**config.mk**
```make
export PLATFORM = sky130hd
export DESIGN_NAME = pmp_pin_control
export DESIGN_NICKNAME = d
export VERILOG_FILES = /design/src/pmp_pkg.sv /design/src/pmp_pin_control.sv
export SDC_FILE = /design/constraint.sdc
export NUM_CORES = 1
export LEC_CHECK = 0
export BUFFER_PORTS_ARGS = -buffer_cell sky130_fd_sc_hd__buf_4
export CORE_MARGIN = 2
export CORE_UTILIZATION = 48
export CTS_BUF_LIST = sky130_fd_sc_hd__clkbuf_16
export DETAILED_ROUTE_END_ITERATION = 6
export PLACE_DENSITY = 0.85
export SLEW_MARGIN = 15
export SYNTH_ARGS = -nofsm -noshare
export SYNTH_HDL_FRONTEND = slang
export SYNTH_SLANG_ARGS = --single-unit
```
**constraint.sdc**
```tcl
create_clock -name aclk -period 2.1 [get_ports aclk]
set_input_delay 0.525 -clock aclk [delete_from_list [all_inputs] [get_ports aclk]]
set_output_delay 0.525 -clock aclk [all_outputs]
set_load 0.1 [all_outputs]
```
**src/pmp_pkg.sv**
```systemverilog
// constants for the two-port pin control block
package pmp_pkg;

    localparam int ADDR_W = 8;
    localparam int REG_W  = 8;
    localparam int N_P    = 6;
    localparam int N_M    = 4;
    localparam int M_BASE = 2;

    // register byte addresses
    localparam logic [ADDR_W-1:0] OFS_LATCH_P = 8'h00;
    localparam logic [ADDR_W-1:0] OFS_LEVEL_P = 8'h04;
    localparam logic [ADDR_W-1:0] OFS_DIR_P   = 8'h08;
    localparam logic [ADDR_W-1:0] OFS_DRIVE_P = 8'h0C;
    localparam logic [ADDR_W-1:0] OFS_PE_P    = 8'h10;
    localparam logic [ADDR_W-1:0] OFS_PS_P    = 8'h14;
    localparam logic [ADDR_W-1:0] OFS_PE_M    = 8'h18;
    localparam logic [ADDR_W-1:0] OFS_PS_M    = 8'h1C;
    localparam logic [ADDR_W-1:0] OFS_OD_M    = 8'h20;

    // implemented bits of each port
    localparam logic [REG_W-1:0] MASK_P = 8'h3F;
    localparam logic [REG_W-1:0] MASK_M = 8'h3C;

    // values after reset
    localparam logic [REG_W-1:0] RST_LATCH_P = 8'h00;
    localparam logic [REG_W-1:0] RST_DIR_P   = 8'h00;
    localparam logic [REG_W-1:0] RST_DRIVE_P = 8'h00;
    localparam logic [REG_W-1:0] RST_PE_P    = 8'h00;
    localparam logic [REG_W-1:0] RST_PS_P    = 8'h00;
    localparam logic [REG_W-1:0] RST_PE_M    = 8'h00;
    localparam logic [REG_W-1:0] RST_PS_M    = 8'h00;
    localparam logic [REG_W-1:0] RST_OD_M    = 8'h00;

    // fixed pin functions of the six-pin port
    localparam int PIN_SCL      = 5;
    localparam int PIN_SDA      = 4;
    localparam int PIN_RX       = 2;
    localparam int PIN_TX       = 0;
    localparam int PIN_PWM_SHUT = 5;

    localparam logic [1:0] RESP_OKAY   = 2'h0;
    localparam logic [1:0] RESP_SLVERR = 2'h2;

    typedef enum logic [1:0] {
        OWN_GPIO,
        OWN_PWM,
        OWN_IIC,
        OWN_SERIAL
    } pmp_owner_t;

endpackage

```
**src/pmp_pin_control.sv**
```systemverilog
// pin control for the CAN-shared port and the six-pin peripheral port
//
// Behaviour
// - can port pull active on inputs, open-drain only
// - can port polarity: 0 up, 1 down
// - can-owned pins get pull-ups only, never downs
// - open-drain bit drives low only, else push-pull
// - open-drain bits also apply to can transmit
// - six-pin owner priority: pwm, serial/iic, gpio
// - pwm forces output; channel five shutdown makes input
// - iic takes upper pair, open-drain, bidirectional
// - serial receive pin 2 input, transmit pin 0 output
// - reset: pins high-impedance inputs, latch cleared
// - latch read: latch if output, pin if input
// - readback register returns pins; writes ignored
// - direction bits steer gpio pins only
// - drive bit reduces output drive, ignored on inputs
// - six-pin pull enable acts on inputs only
// - six-pin polarity: 0 up, 1 down
// - can b upper pair, can a lower pair
`timescale 1ns/100ps
module pmp_pin_control
    import pmp_pkg::*;
(
    input  wire logic                       aclk,
    input  wire logic                       aresetn,
    input  wire logic [pmp_pkg::ADDR_W-1:0] s_axi_awaddr,
    input  wire logic [2:0]                 s_axi_awprot,
    input  wire logic                       s_axi_awvalid,
    output logic                            s_axi_awready,
    input  wire logic [31:0]                s_axi_wdata,
    input  wire logic [3:0]                 s_axi_wstrb,
    input  wire logic                       s_axi_wvalid,
    output logic                            s_axi_wready,
    output logic [1:0]                      s_axi_bresp,
    output logic                            s_axi_bvalid,
    input  wire logic                       s_axi_bready,
    input  wire logic [pmp_pkg::ADDR_W-1:0] s_axi_araddr,
    input  wire logic [2:0]                 s_axi_arprot,
    input  wire logic                       s_axi_arvalid,
    output logic                            s_axi_arready,
    output logic [31:0]                     s_axi_rdata,
    output logic [1:0]                      s_axi_rresp,
    output logic                            s_axi_rvalid,
    input  wire logic                       s_axi_rready,
    input  wire logic [pmp_pkg::N_M-1:0]    gpio_m_direction,
    input  wire logic [pmp_pkg::N_M-1:0]    gpio_m_data,
    input  wire logic                       can_a_enable,
    input  wire logic                       can_b_enable,
    input  wire logic                       can_a_transmit,
    input  wire logic                       can_b_transmit,
    output logic [pmp_pkg::N_M-1:0]         m_pin_out,
    output logic [pmp_pkg::N_M-1:0]         m_pin_oe,
    output logic [pmp_pkg::N_M-1:0]         m_pull_up,
    output logic [pmp_pkg::N_M-1:0]         m_pull_down,
    input  wire logic [pmp_pkg::N_P-1:0]    p_pin_in,
    input  wire logic [pmp_pkg::N_P-1:0]    pwm_enable,
    input  wire logic [pmp_pkg::N_P-1:0]    pwm_out,
    input  wire logic                       pwm_shutdown_enable,
    input  wire logic                       iic_enable,
    input  wire logic                       iic_scl_low,
    input  wire logic                       iic_sda_low,
    input  wire logic                       serial_b_rx_enable,
    input  wire logic                       serial_b_tx_enable,
    input  wire logic                       serial_b_transmit,
    output logic [pmp_pkg::N_P-1:0]         p_pin_out,
    output logic [pmp_pkg::N_P-1:0]         p_pin_oe,
    output logic [pmp_pkg::N_P-1:0]         p_reduced_drive,
    output logic [pmp_pkg::N_P-1:0]         p_pull_up,
    output logic [pmp_pkg::N_P-1:0]         p_pull_down
);
    import pmp_pkg::*;

    logic [REG_W-1:0] pin_output_latch_p;
    logic [REG_W-1:0] direction_p;
    logic [REG_W-1:0] drive_strength_p;
    logic [REG_W-1:0] pull_enable_p;
    logic [REG_W-1:0] pull_select_p;
    logic [REG_W-1:0] pull_enable_m;
    logic [REG_W-1:0] pull_select_m;
    logic [REG_W-1:0] open_drain_select_m;

    logic [N_P-1:0] next_p_out;
    logic [N_P-1:0] next_p_oe;
    logic [N_P-1:0] next_p_rdrv;
    logic [N_P-1:0] next_p_pu;
    logic [N_P-1:0] next_p_pd;
    logic [N_M-1:0] next_m_out;
    logic [N_M-1:0] next_m_oe;
    logic [N_M-1:0] next_m_pu;
    logic [N_M-1:0] next_m_pd;

    logic wr_go;
    logic rd_go;

    function automatic logic pmp_mapped(input logic [ADDR_W-1:0] a);
        case (a)
            OFS_LATCH_P, OFS_LEVEL_P, OFS_DIR_P, OFS_DRIVE_P, OFS_PE_P,
            OFS_PS_P, OFS_PE_M, OFS_PS_M, OFS_OD_M: pmp_mapped = 1'b1;
            default: pmp_mapped = 1'b0;
        endcase
    endfunction

    // fixed priority ownership of a six-pin port pin
    function automatic pmp_owner_t pmp_p_owner(input int idx,
                                               input logic pwm_on);
        if (pwm_on) begin
            pmp_p_owner = OWN_PWM;
        end else if (iic_enable && (idx == PIN_SCL || idx == PIN_SDA)) begin
            pmp_p_owner = OWN_IIC;
        end else if ((idx == PIN_RX && serial_b_rx_enable) ||
                     (idx == PIN_TX && serial_b_tx_enable)) begin
            pmp_p_owner = OWN_SERIAL;
        end else begin
            pmp_p_owner = OWN_GPIO;
        end
    endfunction

    // both address and data must be present before the write is taken;
    // this keeps one write in flight without extra holding registers
    assign wr_go = s_axi_awvalid && s_axi_wvalid && s_axi_awready;
    assign rd_go = s_axi_arvalid && s_axi_arready;

    always_ff @(posedge aclk) begin
        if (!aresetn) begin
            s_axi_awready <= 1'b0;
            s_axi_wready  <= 1'b0;
            s_axi_bvalid  <= 1'b0;
            s_axi_bresp   <= RESP_OKAY;
        end else begin
            s_axi_awready <= s_axi_awvalid && s_axi_wvalid &&
                             !s_axi_awready && !s_axi_bvalid;
            s_axi_wready  <= s_axi_awvalid && s_axi_wvalid &&
                             !s_axi_awready && !s_axi_bvalid;
            if (wr_go) begin
                s_axi_bvalid <= 1'b1;
                s_axi_bresp  <= pmp_mapped(s_axi_awaddr) ? RESP_OKAY
                                                         : RESP_SLVERR;
            end else if (s_axi_bready) begin
                s_axi_bvalid <= 1'b0;
            end
        end
    end

    always_ff @(posedge aclk) begin
        if (!aresetn) begin
            s_axi_arready <= 1'b0;
            s_axi_rvalid  <= 1'b0;
            s_axi_rdata   <= 32'h0;
            s_axi_rresp   <= RESP_OKAY;
        end else begin
            s_axi_arready <= s_axi_arvalid && !s_axi_arready &&
                             !s_axi_rvalid;
            if (rd_go) begin
                s_axi_rvalid <= 1'b1;
                s_axi_rresp  <= pmp_mapped(s_axi_araddr) ? RESP_OKAY
                                                         : RESP_SLVERR;
                case (s_axi_araddr)
                    OFS_LATCH_P: s_axi_rdata <= {24'h0, MASK_P &
                        ((direction_p & pin_output_latch_p) |
                         (~direction_p & {2'h0, p_pin_in}))};
                    OFS_LEVEL_P: s_axi_rdata <= {26'h0, p_pin_in};
                    OFS_DIR_P:   s_axi_rdata <= {24'h0, direction_p};
                    OFS_DRIVE_P: s_axi_rdata <= {24'h0, drive_strength_p};
                    OFS_PE_P:    s_axi_rdata <= {24'h0, pull_enable_p};
                    OFS_PS_P:    s_axi_rdata <= {24'h0, pull_select_p};
                    OFS_PE_M:    s_axi_rdata <= {24'h0, pull_enable_m};
                    OFS_PS_M:    s_axi_rdata <= {24'h0, pull_select_m};
                    OFS_OD_M:    s_axi_rdata <= {24'h0, open_drain_select_m};
                    default:     s_axi_rdata <= 32'h0;
                endcase
            end else if (s_axi_rready) begin
                s_axi_rvalid <= 1'b0;
            end
        end
    end

    // configuration storage; masks keep unimplemented bits at zero
    always_ff @(posedge aclk) begin
        if (!aresetn) begin
            pin_output_latch_p  <= RST_LATCH_P;
            direction_p         <= RST_DIR_P;
            drive_strength_p    <= RST_DRIVE_P;
            pull_enable_p       <= RST_PE_P;
            pull_select_p       <= RST_PS_P;
            pull_enable_m       <= RST_PE_M;
            pull_select_m       <= RST_PS_M;
            open_drain_select_m <= RST_OD_M;
        end else if (wr_go && s_axi_wstrb[0]) begin
            case (s_axi_awaddr)
                OFS_LATCH_P: pin_output_latch_p <= s_axi_wdata[7:0] & MASK_P;
                OFS_DIR_P:   direction_p        <= s_axi_wdata[7:0] & MASK_P;
                OFS_DRIVE_P: drive_strength_p   <= s_axi_wdata[7:0] & MASK_P;
                OFS_PE_P:    pull_enable_p      <= s_axi_wdata[7:0] & MASK_P;
                OFS_PS_P:    pull_select_p      <= s_axi_wdata[7:0] & MASK_P;
                OFS_PE_M:    pull_enable_m      <= s_axi_wdata[7:0] & MASK_M;
                OFS_PS_M:    pull_select_m      <= s_axi_wdata[7:0] & MASK_M;
                OFS_OD_M:    open_drain_select_m <= s_axi_wdata[7:0] & MASK_M;
                default: ;
            endcase
        end
    end

    for (genvar i = 0; i < N_P; i++) begin : g_p
        logic o_out;
        logic o_oe;
        logic o_inp;
        logic pull_on;
        always_comb begin
            o_out = 1'b0;
            o_oe  = 1'b0;
            o_inp = 1'b1;
            case (pmp_p_owner(i, pwm_enable[i]))
                OWN_PWM: begin
                    o_inp = (i == PIN_PWM_SHUT) && pwm_shutdown_enable;
                    o_oe  = !o_inp;
                    o_out = pwm_out[i] && !o_inp;
                end
                OWN_IIC: begin
                    o_oe  = (i == PIN_SCL) ? iic_scl_low : iic_sda_low;
                end
                OWN_SERIAL: begin
                    o_inp = (i == PIN_RX);
                    o_oe  = (i == PIN_TX);
                    o_out = (i == PIN_TX) && serial_b_transmit;
                end
                OWN_GPIO: begin
                    o_oe  = direction_p[i];
                    o_inp = !direction_p[i];
                    o_out = direction_p[i] && pin_output_latch_p[i];
                end
                default: o_oe = 1'b0;
            endcase
        end
        // the open-drain bus pins count as inputs so pulls may hold them
        assign pull_on        = pull_enable_p[i] && o_inp;
        assign next_p_out[i]  = o_out;
        assign next_p_oe[i]   = o_oe;
        assign next_p_rdrv[i] = drive_strength_p[i] && !o_inp;
        assign next_p_pu[i]   = pull_on && !pull_select_p[i];
        assign next_p_pd[i]   = pull_on && pull_select_p[i];
    end

    // bit k of the port M vectors is pin k+2; even k is a transmitter
    for (genvar k = 0; k < N_M; k++) begin : g_m
        logic can_on;
        logic tx_lvl;
        logic od;
        logic pe;
        logic o_out;
        logic o_oe;
        logic o_pu;
        logic o_pd;
        assign can_on = (k < 2) ? can_a_enable : can_b_enable;
        assign tx_lvl = (k < 2) ? can_a_transmit : can_b_transmit;
        assign od     = open_drain_select_m[k+M_BASE];
        assign pe     = pull_enable_m[k+M_BASE];
        always_comb begin
            o_out = 1'b0;
            o_oe  = 1'b0;
            o_pu  = 1'b0;
            o_pd  = 1'b0;
            if (can_on) begin
                if ((k % 2) == 0) begin
                    o_oe  = od ? !tx_lvl : 1'b1;
                    o_out = od ? 1'b0 : tx_lvl;
                    o_pu  = pe && od;
                end else begin
                    o_pu  = pe;
                end
            end else if (gpio_m_direction[k]) begin
                o_oe  = od ? !gpio_m_data[k] : 1'b1;
                o_out = od ? 1'b0 : gpio_m_data[k];
                o_pu  = pe && od;
            end else begin
                o_pu = pe && !pull_select_m[k+M_BASE];
                o_pd = pe && pull_select_m[k+M_BASE];
            end
        end
        assign next_m_out[k] = o_out;
        assign next_m_oe[k]  = o_oe;
        assign next_m_pu[k]  = o_pu;
        assign next_m_pd[k]  = o_pd;
    end

    // pin controls are registered so every output leaves a flip-flop;
    // peripherals see one cycle of latency on their pin drive
    always_ff @(posedge aclk) begin
        if (!aresetn) begin
            p_pin_out       <= '0;
            p_pin_oe        <= '0;
            p_reduced_drive <= '0;
            p_pull_up       <= '0;
            p_pull_down     <= '0;
            m_pin_out       <= '0;
            m_pin_oe        <= '0;
            m_pull_up       <= '0;
            m_pull_down     <= '0;
        end else begin
            p_pin_out       <= next_p_out;
            p_pin_oe        <= next_p_oe;
            p_reduced_drive <= next_p_rdrv;
            p_pull_up       <= next_p_pu;
            p_pull_down     <= next_p_pd;
            m_pin_out       <= next_m_out;
            m_pin_oe        <= next_m_oe;
            m_pull_up       <= next_m_pu;
            m_pull_down     <= next_m_pd;
        end
    end

    property p_pwm_drive;
        @(posedge aclk) disable iff (!aresetn)
        pwm_enable[1] |=> p_pin_oe[1] && p_pin_out[1] == $past(pwm_out[1]);
    endproperty
    a_pwm_drive: assert property (p_pwm_drive)
        else $error("enabled pwm channel did not drive its pin");
    property p_pwm_shutdown;
        @(posedge aclk) disable iff (!aresetn)
        pwm_enable[5] && pwm_shutdown_enable |=> !p_pin_oe[5];
    endproperty
    a_pwm_shutdown: assert property (p_pwm_shutdown)
        else $error("shutdown input pin still driven");
    property p_iic_sda;
        @(posedge aclk) disable iff (!aresetn)
        iic_enable && !pwm_enable[4] |=>
            !p_pin_out[4] && p_pin_oe[4] == $past(iic_sda_low);
    endproperty
    a_iic_sda: assert property (p_iic_sda)
        else $error("data line not open-drain under bus control");
    property p_serial_rx;
        @(posedge aclk) disable iff (!aresetn)
        serial_b_rx_enable && !pwm_enable[2] |=> !p_pin_oe[2];
    endproperty
    a_serial_rx: assert property (p_serial_rx)
        else $error("receive pin driven");
    property p_serial_tx;
        @(posedge aclk) disable iff (!aresetn)
        serial_b_tx_enable && !pwm_enable[0] |=>
            p_pin_oe[0] && p_pin_out[0] == $past(serial_b_transmit);
    endproperty
    a_serial_tx: assert property (p_serial_tx)
        else $error("transmit pin not following transmitter");
    property p_can_no_down;
        @(posedge aclk) disable iff (!aresetn)
        can_a_enable |=> !m_pull_down[0] && !m_pull_down[1];
    endproperty
    a_can_no_down: assert property (p_can_no_down)
        else $error("pull-down on an owned bus pin");
    property p_od_low_only;
        @(posedge aclk) disable iff (!aresetn)
        open_drain_select_m[2] |=> !(m_pin_oe[0] && m_pin_out[0]);
    endproperty
    a_od_low_only: assert property (p_od_low_only)
        else $error("open-drain pin driven high");

    property p_reset_float;
        @(posedge aclk)
        !aresetn |=> p_pin_oe == '0 && pin_output_latch_p == '0;
    endproperty
    a_reset_float: assert property (p_reset_float)
        else $error("pin driven or latch set after reset");

    property p_no_pull_on_output;
        @(posedge aclk) disable iff (!aresetn)
        direction_p[3] && !pwm_enable[3] |=>
            !p_pull_up[3] && !p_pull_down[3];
    endproperty
    a_no_pull_on_output: assert property (p_no_pull_on_output)
        else $error("pull active on output pin");

    property p_reduced_on_output;
        @(posedge aclk) disable iff (!aresetn)
        drive_strength_p[1] && direction_p[1] && !pwm_enable[1] |=>
            p_reduced_drive[1];
    endproperty
    a_reduced_on_output: assert property (p_reduced_on_output)
        else $error("reduced drive not applied");

    property p_latch_read;
        @(posedge aclk) disable iff (!aresetn)
        rd_go && s_axi_araddr == OFS_LATCH_P |=>
            s_axi_rvalid && s_axi_rdata[5:0] ==
            (($past(direction_p[5:0]) & $past(pin_output_latch_p[5:0])) |
             (~$past(direction_p[5:0]) & $past(p_pin_in)));
    endproperty
    a_latch_read: assert property (p_latch_read)
        else $error("latch read returned wrong mix");

endmodule

```
==> results by group <==
Placement
  • Port buffer count: approximately 130
  • Placer Congestion: 0.924
  • DP HPWL: between 8000 and 9000 µm

Drt
  • DRC violations left: 0
  • Routed vias/inst: 5.45
  • Highest routing layer actually used: met4
  • WL/cell: approximately 16 µm
  • DR pass1 iterations: 4
  • Antenna viol nets, final: 0
  • DR iter-0 viols: 167
  • Total Routed Length: roughly 12000 µm
  • M1 wire length: approximately 4700 µm
  • Wire length on met2: roughly 5800 µm
  • Vias: roughly 4000
  • Metal3 WL: ~850 µm

Yosys
  • Average size of a mapped cell: ~9.2 µm²
  • Count leader, synth: dfxtp_1
  • Synth top area share: between 40 and 50%
  • Cell Area, Synth: approximately 0.0045 mm²
  • Seq/Total Area, Yosys: roughly 44%
  • Ys Warns: 0
  • Synth top area cells: dfxtp_1 44%, mux2i_1 6.9%, buf_4 4.8%
  • Post-synth top cells: 100 x dfxtp_1, 39 x o21ai_0, 36 x nand2_1
  • Cells after Synth: between 400 and 500
  • Synth area leader: dfxtp_1
  • Flops & latches, synth: 100
  • Asr flop ratio synth: 0%
  • Post-synth cell types: 55
  • Top FF cell, synth: dfxtp_1
  • Post-synth EDFFs: 0

Floorplanning
  • Core area: between 0.009 and 0.01 mm²
  • # rows: 35
  • Initial core utilization: 49.2%
  • Die extent in x: 101 µm
  • Die height: a little over 100 µm
  • DIE AREA: just over 0.01 mm²
  • IO Pins: between 150 and 200

Hold path
  • HP Class: input port to register
  • WHS Path Cells: 2

Critical path
  • CP Buf/Inv Count: 0
  • Family with the most delay on the worst path: simple AND/OR/NAND/NOR gates
  • Worst path depth: 4
  • Crit. End Element: register
  • Worst setup SP type: register
  • Most frequent CP cell: and3_1
  • WP data arrival: roughly 2000 ps
  • Req. time, crit path: 2360 ps
  • Critical Path Max Stage Delay: between 400 and 500 ps
  • Critical path type: register to register
  • Worst Path Max Fanout: 10
  • Worst-path cell chain: and3_1 -> and3_1 -> and3_1 -> mux2i_1
  • Crit-path slowest cell: and3_1
  • Reg2Reg Depth: 4

Global routing
  • Number of global-route vias before repair: ~3800
  • Global-route wire length before repair: 18200 µm
  • GRT overflow: 0
  • Initial antenna violation count: 0
  • Largest net degree at the start of global routing: 27
  • GR Util All Layers: about 23%

STA
  • Tcrit/Tclk final: around 83%
  • Post-layout min period: between 1500 and 2000 ps
  • Setup TNS: 0 ps
  • Setup Viol. Count Final: 0
  • RSZ-0062 raised after global routing: false
  • Worst Max-Slew Pin Slew: 610 ps
  • Worst clock skew: around 3.3 ps
  • Fmax achieved: about 0.57 GHz
  • Max_slew headroom: 58.9%
  • Final Hold Fails: 0
  • Final Slew Violations: 0

Clock network
  • Post_cts resized: 0
  • Reg clk slew, reported paths: about 70 ps
  • Clk sinks: 100
  • TritonCTS Buffers: 9
  • CTS tree: yes
  • Max clock buf depth: 2
  • Hold-fix buffers, CTS: 0
  • H-tree levels: 3
  • Worst-skew pair later-pin latency: approximately 330 ps
  • CTS Root Cell: clkbuf_16
  • Post-CTS Setup Repair Bufs: 0

Pwr
  • Clock share of power: 36.3%
  • Leakage: about 2.4 nW
  • Switching pwr: ~0.0013 W
  • Sw frac: approximately 31%
  • Internal: 0.00289 W
  • Comb pwr share: approximately 17%
  • Reg power frac: a little under half
  • Pwr/cell area: 728 mW/mm²
  • Max VDD drop: around 0.00042 V

Flow run
  • Max Cap Viol: 0

Layout
  • # diodes: 0
  • Layout Nets: around 700
  • Util after Layout: between 60% and 70%
  • P&R area growth vs syn: 26.1%
  • Fraction of layout cells with a size suffix above 1: a little over a quarter

Run status
  • Outcome: finished, final reports clean
[worst register-to-register path, delay by kind of cell, from the launching register on]
kind             cells  cell delay, ps
AND/OR/NAND/NOR      3            1050
flip-flops           1             360
multiplexers         1             250
[cell families (layout without fill, tap and decap cells)]
group | Yosys count | after routing | share of synthesized area (%)
AO/OA/AOI/OAI | 106 | 106 | 14.0
buffers and inverters | 61 | 159 | 7.96
flip-flops | 100 | 100 | 44.2
multiplexers | 37 | 37 | 9.09
other | 1 | 28 | 0.0828
AND/OR/NAND/NOR | 189 | 189 | 24.6
[stage by stage]
| step | worst slack [ps] | std cells | hold slack, ps | instance area, µm² | total power [W] |
|---|---|---|---|---|---|
| 2_1_floorplan | 8.19 | 521 | 415 | 4630 | 0.00253 |
| 3_3_place_gp | 174 | 714 | 417 | 5440 | 0.00268 |
| 3_5_place_dp | 150 | 714 | 440 | 5440 | 0.00269 |
| 4_1_cts | 370 | 730 | 364 | 5710 | 0.00417 |
| 5_1_grt | 276 | 730 | 363 | 5710 | 0.00427 |
| 6_report | 358 | 730 | 366 | 5710 | 0.00416 |
[layout make-up]
type	count	area (µm²)
clock inverters	7	42.5
fillers	778	3490
flip-flops and latches	100	2000
multi-input cells	360	2270
well taps	111	139
repair buffers	133	998
clock buffers	9	225
inverters	10	37.5
[cells in the final DEF, fill, tap and decap left out, types with 6 or more instances in the layout]
cell,synthesis,layout
buf_4,29,133
nand3_1,27,27
and2_1,14,14
inv_1,10,11
conb_1,1,28
nor2_1,26,26
a21oi_1,23,23
nor3b_1,9,9
dfxtp_1,100,100
mux2i_1,31,31
a21boi_0,13,13
nor2b_1,31,31
o21ai_0,39,39
clkbuf_16,0,9
nand2_1,36,36
a21boi_1,6,6
[metal layers]
metal	vias to the layer above	GRT usage (%)
met5	-	0
met4	0	9.04
met3	30	5.62
met2	160	39.3
met1	1856	27.1
li1	1929	-
[path summary, 6_finish.rpt]
kind	from	end	slack (ps)
worst min-delay path	gpio_m_direction[3]	m_pull_down[3]	370
worst max register to register	s_axi_wready	direction_p[0]	360
worst min register to register	s_axi_bvalid	s_axi_wready	440
worst max-delay path	s_axi_wready	direction_p[0]	360
[sequential cells by signal, indices dropped and copies added, names as in the netlist, 6 cells and up]
signal              count
direction_p             6
drive_strength_p        6
p_pin_oe                6
p_pin_out               6
p_pull_down             6
p_pull_up               6
p_reduced_drive         6
pin_output_latch_p      6
pull_enable_p           6
pull_select_p           6
s_axi_rdata             6
[power by group through the flow]
| stage | Combinational [W] | Clock, W | Sequential, W |
|---|---|---|---|
| after floorplan | 0.000398 | 0 | 0.00214 |
| final | 0.000722 | 0.00151 | 0.00193 |
| after global placement | 0.000712 | 0 | 0.00197 |
| after global routing | 0.000754 | 0.00159 | 0.00193 |
| after detailed placement | 0.000719 | 0 | 0.00197 |
| after CTS | 0.000720 | 0.00153 | 0.00193 |
Power figures use the tool's default switching activity.
